--- src/pkg/comc_pkg.sv ---
// Shared constants and carriers for the counter operating mode control block.
// Assumes one clock domain; every user of this package imports it whole.
package comc_pkg;

  localparam int COMC_CNT_W = 16;
  localparam int COMC_TC_VALUE = 1;
  localparam int COMC_RST_COUNT = 0;
  localparam int COMC_RST_LOAD = 0;
  localparam int COMC_RST_HOLD = 0;

  // Gate control field encodings
  localparam logic [2:0] COMC_GATE_NONE = 3'h0;
  localparam logic [2:0] COMC_GATE_LEVEL_LO = 3'h5;
  localparam logic [2:0] COMC_GATE_EDGE_HI = 3'h6;
  localparam logic [2:0] COMC_GATE_EDGE_LO = 3'h7;

  typedef struct packed {
    logic specialGateBit;
    logic reloadSourceBit;
    logic repetitionBit;
    logic [2:0] gateControlField;
  } comc_mode_sel_t;

  typedef struct packed {
    logic reserved;
    logic noGate;
    logic levelGate;
    logic edgeGate;
    logic invertGate;
    logic alternateReload;
    logic gateSelReload;
    logic retrigger;
    logic endOnce;
    logic endTwice;
    logic endRepeat;
  } comc_mode_dec_t;

  typedef enum logic [1:0] {
    RUN_DISARMED,
    RUN_WAIT_GATE,
    RUN_COUNTING
  } comc_run_t;

  typedef enum logic {
    PHASE_FIRST,
    PHASE_SECOND
  } comc_phase_t;

  typedef struct packed {
    logic gatePrev;
  } comc_gate_state_t;

endpackage : comc_pkg

--- src/core/comc_counter_ctrl.sv ---
// Operating mode control of one counter: arming, gating, triggering,
// reload source choice and end-of-cycle stop or disarm.
// Assumes srcEdge is a one-cycle strobe per active-going source edge and
// that all inputs are synchronous to clk.
`timescale 1ns/10ps
// Function
// - Mode comes from special-gate, reload-source, repetition and gate-control bits.
// - Level-gated single shot counts only edges while gate is active.
// - Single-shot strobes reload from load register at terminal count, then disarm.
// - Hardware-triggered strobe counts from first source edge after gate edge.
// - After disarm, restart needs arm then gate edge; gate ignored once triggered.
// - Gate edges on a disarmed counter are ignored in edge modes.
// - Ungated rate generator repeats terminal counts, reloading from load register.
// - Level-gated rate generator counts only edges while gate active.
// - One-shot starts on gate edge, stops at terminal count, stays armed.
// - Delayed pulse reloads hold then load register, then disarms.
// - Level-gated delayed pulse counts only during active gate.
// - Triggered delayed pulse ignores gate until second terminal count, then disarms.
// - Reload-source without special-gate alternates load and hold reloads.
// - Gate-select modes reload load register if gate low, hold if high.
// - Retrigger edge copies counter to hold, then reloads from load register.
// - Gate-select mode counts twice or repeatedly; gate never qualifies edges.
// - Edge-gated single-count modes start on gate edge, stop at next terminal count.
// - Edge-gated two-count modes start on gate edge, stop at second terminal count.
// - Initial count sets delay, hold register sets pulse length.
// - A counter at terminal count always takes the next source edge.
// - With reload-source but not special-gate, first terminal count after arm reloads from hold register.
module comc_counter_ctrl
  import comc_pkg::*;
#(
  parameter int W = COMC_CNT_W
) (
  input wire logic clk,
  input wire logic rstn,
  input wire logic en,
  input wire comc_mode_sel_t modeSel,
  input wire logic srcEdge,
  input wire logic gateLvl,
  input wire logic armCmd,
  input wire logic disarmCmd,
  input wire logic loadCmd,
  input wire logic loadWr,
  input wire logic holdWr,
  input wire logic [W-1:0] wrData,
  output logic [W-1:0] countVal,
  output logic [W-1:0] holdVal,
  output logic [W-1:0] loadVal,
  output logic armed,
  output logic counting,
  output logic terminalCount,
  output logic tcEvent,
  output logic modeReserved
);

  localparam logic [W-1:0] TC_VAL = W'(COMC_TC_VALUE);

  typedef struct packed {
    logic [W-1:0] count;
    logic [W-1:0] holdReg;
    logic [W-1:0] loadReg;
    comc_run_t run;
    comc_phase_t phase;
    logic reloadPend;
    logic armedFlag;
    logic countingFlag;
    logic tcFlag;
    logic tcPulse;
    logic reservedFlag;
  } comc_ctrl_state_t;

  comc_ctrl_state_t stateFf;
  comc_ctrl_state_t nxt_state;
  comc_mode_dec_t dec;
  logic gateActive;
  logic gateEdge;
  logic atTc;
  logic qualified;
  logic lastOfPair;
  logic stopNow;
  logic [W-1:0] reloadVal;

  comc_mode_decode u_decode (
    .modeSel(modeSel),
    .modeDec(dec)
  );

  comc_gate_edge u_gate (
    .clk(clk),
    .rstn(rstn),
    .en(en),
    .gateLvl(gateLvl),
    .invertGate(dec.invertGate),
    .gateActive(gateActive),
    .gateEdge(gateEdge)
  );

  always_comb begin
    nxt_state = stateFf;
    nxt_state.tcPulse = 1'b0;
    atTc = (stateFf.count == TC_VAL);
    lastOfPair = (stateFf.phase == PHASE_SECOND);

    // Edge qualification from the run state left by earlier cycles
    case (stateFf.run)
      RUN_COUNTING: begin
        qualified = !dec.levelGate || gateActive;
      end
      RUN_WAIT_GATE: begin
        qualified = 1'b0;
      end
      RUN_DISARMED: begin
        qualified = 1'b0;
      end
      default: begin
        qualified = 1'b0;
      end
    endcase
    if (dec.reserved) begin
      qualified = 1'b0;
    end

    // Reload source at terminal count
    if (dec.gateSelReload) begin
      reloadVal = gateLvl ? stateFf.holdReg : stateFf.loadReg;
    end else if (dec.alternateReload) begin
      // Hold value after the first count sets the pulse width
      reloadVal = lastOfPair ? stateFf.loadReg : stateFf.holdReg;
    end else begin
      reloadVal = stateFf.loadReg;
    end

    // Whether this terminal count ends the count cycle
    stopNow = dec.endOnce
      || (dec.endTwice && lastOfPair)
      || (dec.edgeGate && dec.endRepeat && (!dec.alternateReload || lastOfPair));

    // Gate edges only matter to an armed counter
    if (gateEdge && (stateFf.run != RUN_DISARMED) && !dec.reserved) begin
      if (dec.retrigger) begin
        nxt_state.holdReg = stateFf.count;
        nxt_state.reloadPend = 1'b1;
        if (dec.edgeGate) begin
          nxt_state.run = RUN_COUNTING;
        end
      end else if (dec.edgeGate && (stateFf.run == RUN_WAIT_GATE)) begin
        // Later edges fall through: gate is ignored once triggered
        nxt_state.run = RUN_COUNTING;
      end
    end

    if (srcEdge) begin
      if (atTc) begin
        // Terminal count is left even when stopped, disarmed or gated off
        nxt_state.count = reloadVal;
        nxt_state.tcPulse = 1'b1;
        nxt_state.reloadPend = 1'b0;
        if (dec.alternateReload || dec.endTwice) begin
          nxt_state.phase = lastOfPair ? PHASE_FIRST : PHASE_SECOND;
        end
        if (stopNow && (stateFf.run != RUN_DISARMED)) begin
          if (dec.endOnce || dec.endTwice) begin
            nxt_state.run = RUN_DISARMED;
          end else begin
            nxt_state.run = RUN_WAIT_GATE;
          end
        end
      end else if (qualified) begin
        if (stateFf.reloadPend) begin
          // Counting resumes only on the edge after this load
          nxt_state.count = stateFf.loadReg;
          nxt_state.reloadPend = 1'b0;
        end else begin
          nxt_state.count = stateFf.count - TC_VAL;
        end
      end
    end

    // Host commands take effect after the edge work of the same cycle
    if (armCmd) begin
      nxt_state.run = dec.edgeGate ? RUN_WAIT_GATE : RUN_COUNTING;
      nxt_state.phase = PHASE_FIRST;
      nxt_state.reloadPend = 1'b0;
    end
    if (disarmCmd) begin
      nxt_state.run = RUN_DISARMED;
    end
    if (loadCmd) begin
      nxt_state.count = stateFf.loadReg;
    end
    if (loadWr) begin
      nxt_state.loadReg = wrData;
    end
    if (holdWr) begin
      nxt_state.holdReg = wrData;
    end

    nxt_state.armedFlag = (nxt_state.run != RUN_DISARMED);
    nxt_state.countingFlag = (nxt_state.run == RUN_COUNTING);
    nxt_state.tcFlag = (nxt_state.count == TC_VAL);
    nxt_state.reservedFlag = dec.reserved;
  end

  always_ff @(posedge clk or negedge rstn) begin
    if (!rstn) begin
      stateFf.count <= W'(COMC_RST_COUNT);
      stateFf.holdReg <= W'(COMC_RST_HOLD);
      stateFf.loadReg <= W'(COMC_RST_LOAD);
      stateFf.run <= RUN_DISARMED;
      stateFf.phase <= PHASE_FIRST;
      stateFf.reloadPend <= 1'b0;
      stateFf.armedFlag <= 1'b0;
      stateFf.countingFlag <= 1'b0;
      stateFf.tcFlag <= 1'b0;
      stateFf.tcPulse <= 1'b0;
      stateFf.reservedFlag <= 1'b0;
    end else if (en) begin
      stateFf <= nxt_state;
    end
  end

  always_comb begin
    countVal = stateFf.count;
    holdVal = stateFf.holdReg;
    loadVal = stateFf.loadReg;
    armed = stateFf.armedFlag;
    counting = stateFf.countingFlag;
    terminalCount = stateFf.tcFlag;
    tcEvent = stateFf.tcPulse;
    modeReserved = stateFf.reservedFlag;
  end

endmodule : comc_counter_ctrl

--- src/core/comc_mode_decode.sv ---
// Decodes the mode selection bits into the behaviour flags of one counter.
// Purely combinational; the caller registers anything it exports.
`timescale 1ns/10ps
module comc_mode_decode
  import comc_pkg::*;
(
  input wire comc_mode_sel_t modeSel,
  output comc_mode_dec_t modeDec
);

  logic sg;
  logic rs;
  logic rp;
  logic [2:0] gc;

  always_comb begin
    sg = modeSel.specialGateBit;
    rs = modeSel.reloadSourceBit;
    rp = modeSel.repetitionBit;
    gc = modeSel.gateControlField;
    modeDec.noGate = (gc == COMC_GATE_NONE);
    modeDec.edgeGate = (gc == COMC_GATE_EDGE_HI) || (gc == COMC_GATE_EDGE_LO);
    modeDec.levelGate = !modeDec.noGate && !modeDec.edgeGate;
    modeDec.invertGate = (gc == COMC_GATE_LEVEL_LO) || (gc == COMC_GATE_EDGE_LO);
    // Undefined combinations inhibit counting rather than guess a behaviour
    modeDec.reserved = (sg && !rs && modeDec.noGate) || (sg && rs && !modeDec.noGate);
    modeDec.alternateReload = !sg && rs;
    modeDec.gateSelReload = sg && rs;
    modeDec.retrigger = sg && !rs;
    modeDec.endOnce = !rs && !rp;
    modeDec.endTwice = rs && !rp;
    modeDec.endRepeat = rp;
  end

endmodule : comc_mode_decode

--- src/core/comc_gate_edge.sv ---
// Gate polarity and active-going edge detection for one counter.
// Assumes the gate level is already synchronous to clk.
`timescale 1ns/10ps
module comc_gate_edge
  import comc_pkg::*;
(
  input wire logic clk,
  input wire logic rstn,
  input wire logic en,
  input wire logic gateLvl,
  input wire logic invertGate,
  output logic gateActive,
  output logic gateEdge
);

  comc_gate_state_t stateFf;
  comc_gate_state_t nxt_state;

  always_comb begin
    gateActive = gateLvl ^ invertGate;
    // Sampled on the same clock that carries the source edge strobes
    gateEdge = gateActive && !stateFf.gatePrev;
    nxt_state = stateFf;
    nxt_state.gatePrev = gateActive;
  end

  always_ff @(posedge clk or negedge rstn) begin
    if (!rstn) begin
      stateFf <= '0;
    end else if (en) begin
      stateFf <= nxt_state;
    end
  end

endmodule : comc_gate_edge

--- config.mk ---
export PLATFORM = sky130hd
export DESIGN_NAME = comc_counter_ctrl
export DESIGN_NICKNAME = d
export VERILOG_FILES = /design/src/pkg/comc_pkg.sv /design/src/core/comc_counter_ctrl.sv /design/src/core/comc_mode_decode.sv /design/src/core/comc_gate_edge.sv
export SDC_FILE = /design/constraint.sdc
export NUM_CORES = 1
export LEC_CHECK = 0
export ABC_AREA = 1
export BUFFER_PORTS_ARGS = -buffer_cell sky130_fd_sc_hd__buf_2
export CORE_ASPECT_RATIO = 0.75
export CORE_UTILIZATION = 50
export CTS_BUF_LIST = sky130_fd_sc_hd__clkbuf_4 sky130_fd_sc_hd__clkbuf_8 sky130_fd_sc_hd__clkbuf_16
export DETAILED_ROUTE_END_ITERATION = 10
export GPL_TIMING_DRIVEN = 0
export HOLD_SLACK_MARGIN = 0.02
export PLACE_DENSITY = 0.82
export SYNTH_ARGS = -nofsm -noshare
export SYNTH_HDL_FRONTEND = slang
export SYNTH_SLANG_ARGS = --single-unit
--- constraint.sdc ---
create_clock -name clk -period 4.4 [get_ports clk]
set_input_delay 0.22 -clock clk [delete_from_list [all_inputs] [get_ports clk]]
set_output_delay 0.22 -clock clk [all_outputs]
set_load 0.01 [all_outputs]
# After elaboration in Yosys (flattened, before gate mapping)
# Cells that the tools add are included.
word_totals:
  mem_bits_rw: 0
  output_inout_bits: 53
  mem_bits_ro: 0
  latch_bits: 0
  input_bits: 32
  n_memories: 0
  regBits: 58
  wordCells: 101
op_classes:
  mux: 34
  multipliers: 0
  shifts: 0
  bitwise: 1
  order_cmp: 0
  addsub: 1
  reduce_logical: 45
  n_eq_ne: 8
  div: 0
ops:
  columns: ["op", "n"]
  rows:
  - ["16-bit two-way mux", 12]
  - ["16-bit by 1-bit equality test with 1-bit output, second input constant", 2]
  - ["1-bit logical AND", 16]
  - ["16-bit by 1-bit subtractor with 16-bit output, second input constant", 1]
  - ["2-bit two-way mux", 7]
  - ["2-bit nonzero test", 7]
  - ["1-bit two-way mux", 12]
  - ["3-bit equality test, second input constant", 3]
  - ["1-bit logical NOT", 9]
  - ["1-bit logical OR", 9]
  - ["4-bit two-way mux", 2]
  - ["2-bit equality test, second input constant", 2]
  - ["4-bit AND reduction", 1]
  - ["3-bit logical NOT", 1]
  - ["3-bit two-way mux", 1]
  - ["3-bit AND reduction", 1]
  - ["2-bit by 1-bit equality test with 1-bit output, second input constant", 1]
  - ["2-bit AND reduction", 1]
  - ["1-bit bitwise XOR", 1]

# Longest topological paths before layout
logic_depth:
  word_depth: 14
  ltp_mapped: 18
  depth_no_buf: 18

# Cells and area by module
# From an unflattened synthesis, not the netlist that was laid out.
unflattened:
  cells_unflattened: 791
  area_unflattened_um2: 4936.0
by_module_without_submodules:
  columns: ["module", "seq_area_each_um2", "instances", "cells_each", "area_each_um2"]
  rows:
  - ["comc_counter_ctrl", 1426.4, 1, 758, 4774.6]
  - ["comc_mode_decode", 0.0, 1, 21, 86.3]
  - ["comc_gate_edge", 25.0, 1, 12, 75.1]

# Worst setup path after synthesis
# No wires, ideal clock.
synth_path:
  kind: "reg-to-reg"
  from: "register stateFf, in the netlist countVal[0]"
  to: "register stateFf, in the netlist terminalCount"
  required_time_ps: 4284
  synth_period_minus_slack_ps: 1879
  stages_incl_launch_ff: 16
  path_slack_ps: 2521
  arrival_time_ps: 1762
  path_buffers: 0
  setup_ps: 116
  path_cell_list: "dfrtp_1 inv_1 ha_1 nand2_1 nor2_1 nand3_1 nand3_1 nand3_1 nand2_1 nand2_1 a21oi_1 nor2_1 nand2_1 nor2_1 nand2_1 nand2_1"
synth_between:
  elab_chain_len: 7
  word_cells_on_any_way: 8
  cone_classes: "1 x add/sub; 2 x eq/ne; 5 x mux"
synth_lines:
  columns: ["item", "line_no", "rtl"]
  rows:
  - ["start, declared", "comc_counter_ctrl.sv:71", "comc_ctrl_state_t stateFf;"]
  - ["start signal, assigned", "comc_counter_ctrl.sv:217", "stateFf <= nxt_state;"]
  - ["16-bit by 1-bit subtractor with 16-bit output", "comc_counter_ctrl.sv:173", "nxt_state.count = stateFf.count - TC_VAL;"]
  - ["16-bit two-way mux", "comc_counter_ctrl.sv:168", "if (stateFf.reloadPend) begin"]
  - ["16-bit two-way mux", "comc_counter_ctrl.sv:167", "end else if (qualified) begin"]
  - ["16-bit two-way mux", "comc_counter_ctrl.sv:152", "if (atTc) begin"]
  - ["16-bit two-way mux *", "comc_counter_ctrl.sv:151", "if (srcEdge) begin"]
  - ["16-bit two-way mux *", "comc_counter_ctrl.sv:187", "if (loadCmd) begin"]
  - ["16-bit by 1-bit equality test with 1-bit output *", "comc_counter_ctrl.sv:199", "nxt_state.tcFlag = (nxt_state.count == TC_VAL);"]
# Mark *: on every way between the ends. The rest lies on a longest branch, timed or not.
# A chain may end at the register's enable or synchronous reset.

# Worst setup path after layout
# Ends and elaborated chain as after synthesis.

==> results.py <==
metrics = {
    "outcome": {
        "status": "finished with violations",
        "violations": "negative hold slack",
    },
    "min_path": {
        "hp-class": "in2async",
    },
    "global_routing": {
        "grt_first_pass_wirelength_um": 23900,
        "grt_pass1_vias": 4482,
        "grt_max_degree": 59,
        "track_usage": 0.3280,
        "antenna_found_initial": 0,
        "gr-total-overflow": 0,
    },
    "synth": {
        "syn_nets": 760,
        "syn_inst": 726,
        "ys_ff_latch": 58,
        "seq_area_frac_synth": 0.3135,
        "ys.flop_type": "dfrtp_1",
        "yosysTopAreaCellShare": 0.3135,
        "synth_edf_count": 0,
        "synth.cell_area_um2": 4629,
        "synthArstFlopShare": 1.000,
        "synth_area_leaders": "dfrtp_1, nand2_1, a21oi_1, buf_4, o21ai_0",
        "syn_area_per_cell_um2": 6.377,
        "post_synth_num_cell_types": 38,
        "synth_top_area_cell": "dfrtp_1",
        "yosys_warnings": 0,
    },
    "floorplan": {
        "io_pins": 85,
        "coreArea_um2": 9009,
        "std_cell_rows": 30,
        "fp.dieW_um": 113.1,
        "start_util": 0.5139,
        "die_h_um": 85.33,
        "design.die.area_um2": 9652,
    },
    "final_layout": {
        "final_cell_mix": "nand2_1, buf_2, a21oi_1",
        "fillers": 890,
        "final_common_cell": "nand2_1",
        "area_growth_syn_to_layout_pct": 18.86,
        "finish.net_count": 855,
        "num_antenna_cells": 0,
        "stdcell_count": 938,
        "final_core_util": 0.6108,
        "drive_gt1_frac": 0.2179,
    },
    "setup_path": {
        "cpMaxStageDelayCell": "dfrtp_1",
        "path_delay_family": "simple AND/OR/NAND/NOR gates",
        "crit_required_ps": 4630,
        "critPathArrivalTime_ps": 2840,
        "cp-end-kind": "register",
        "critPathMostFrequentCell": "nand2_1",
        "crit_path_cell_trace": "inv_1 -> ha_1 -> nand2_1 -> nor2_1 -> nand3_1 -> nand3_1 -> nand3_1 -> nand2_1 -> nand2_1 -> a21oi_1 -> nor2_1 -> nand2_1 -> nor2_1 -> nand2_1 -> nand2_1",
        "crit_path_start_kind": "register",
        "path_max_fanout": 7,
        "worstSetupPathType": "reg2reg",
        "cpPeakStageDelay_ps": 480,
        "path_buf_inv": 1,
    },
    "place": {
        "dp_cells": 922,
        "place_hpwl_um": 11520,
        "gp_congestion": 1.011,
        "io_buffers": 84,
    },
    "timing": {
        "tightest_slew_ps": 876.7,
        "clock_skew_ps": 6.423,
        "finalSetupTns_ps": 0,
        "setup_viol": 0,
        "whs_ps": -45.93,
        "fin_crit_sh": 0.5929,
        "slew_violations": 0,
        "hold_viol_final": 58,
        "rsz0062_at_grt": "false",
        "fmax_ghz": 0.3833,
        "relSlewSlack": 0.4116,
        "min_period_ps": 2609,
    },
    "clocking": {
        "clockBufferDepth": 2,
        "numCtsBuffers": 9,
        "clk_pin_slew_worst_paths_ps": 50,
        "cts_sinks": 58,
        "insertion_delay_ps": 340,
        "cts_setup_buffers": 0,
        "root_buffer": "clkbuf_16",
        "cts_tree": "yes",
        "cts_hold_buf": 0,
        "h-tree-depth": 3,
        "postCtsResizedCells": 0,
    },
    "pwr": {
        "vdd_drop_max_mv": 0.2840,
        "leakage_nw": 2.841,
        "powerDensity_nw_per_um2": 375.7,
    },
    "routing": {
        "route.detailed.drc": 0,
        "num_vias": 5291,
        "wl_per_cell_um": 16.56,
        "drtIter0Drc": 577,
        "antenna_left": 0,
        "routed_via_density": 5.641,
        "drt_wl_total_um": 15530,
        "first_pass_iters": 6,
    },
    "job": {
        "maxCapViolCount": 0,
    },
}
## registers in the layout, summed over array words and instances, names as in the netlist
| signal | count |
|---|---|
| tcEvent | 1 |
| u_gate.stateFf | 1 |
| stateFf | 3 |
| terminalCount | 1 |
| loadVal | 16 |
| lastOfPair | 1 |
| armed | 1 |
| modeReserved | 1 |
| countVal | 16 |
| holdVal | 16 |
| counting | 1 |
## metal layers
metal  global-route usage  part of all wire
met5                    0                 0
met4               0.1220             0.023
met3              0.05714             0.098
met2               0.4830              0.43
met1               0.4794              0.45
## cell families (layout without fill, tap and decap cells)
family | Yosys count | count (layout) | synth area share
AO/OA/AOI/OAI | 162 | 162 | 0.1881
flip-flops | 58 | 58 | 0.3135
adder cells (fa/ha/maj) | 2 | 2 | 0.005405
multiplexers | 3 | 3 | 0.007027
buffers and inverters | 143 | 243 | 0.1613
AND/OR/NAND/NOR | 357 | 357 | 0.3227
XOR/XNOR | 1 | 1 | 0.001892
## synth_stat cells, types with 2 or more instances
cell type / number
nand2_2: 4
or2_2: 2
ha_1: 2
mux2_2: 2
a21oi_1: 79
inv_2: 3
nand3_1: 43
a22oi_1: 5
buf_2: 5
nand3_2: 2
a31oi_1: 2
nand2_1: 211
buf_4: 49
nor2_1: 76
o21a_1: 2
o211ai_1: 11
o21ai_0: 58
inv_1: 61
clkbuf_1: 21
nor2_4: 2
nor2_2: 5
nand4_1: 7
buf_6: 2
dfrtp_1: 58
## report_power, final
| part | internal (mW) | leakage (nW) | switching, mW | total [mW] |
|---|---|---|---|---|
| combinational | 0.261 | 2.00 | 0.360 | 0.620 |
| sequential | 0.605 | 0.691 | 0.106 | 0.711 |
| clock | 0.474 | 0.148 | 0.262 | 0.736 |
| total | 1.34 | 2.84 | 0.727 | 2.07 |
## metrics by stage
stage                     worst slack (ps)  total power [mW]  area, µm²
after CTS                             1867             2.053       5500
after global routing                  1661             2.158       5503
final                                 1791             2.067       5503
after floorplan                       2521             1.105       4629
after global placement                1869             1.316       5190
after detailed placement              1884             1.323       5190
## cell type report
type | instances | area [µm²] | area share
buffer | 77 | 494.2 | 0.08981
multi-input combinational | 525 | 2431 | 0.4418
tap | 112 | 140.1 | 0.02547
inverter | 66 | 252.7 | 0.04593
clock inverter | 4 | 50.05 | 0.009095
clock buffer | 12 | 260.3 | 0.04729
timing repair buffer | 84 | 422.9 | 0.07685
sequential | 58 | 1451 | 0.2638
## worst paths after layout
check / start / endpoint / slack (ps) / cells past startpoint
max: countVal[0]$_DFFE_PN0P_ / terminalCount$_DFFE_PN0P_ / 1790 / 15
max reg2reg: countVal[0]$_DFFE_PN0P_ / terminalCount$_DFFE_PN0P_ / 1790 / 15
min in group clk: wrData[4] / loadVal[4]$_DFFE_PN0P_ / 140 / 2
min: rstn / armed$_DFFE_PN0P_ / -50 / 1
min reg2reg: counting$_DFFE_PN0P_ / counting$_DFFE_PN0P_ / 470 / 2
max in group asynchronous: rstn / loadVal[5]$_DFFE_PN0P_ / 3940 / 1
(Power assumes the default switching activity.)
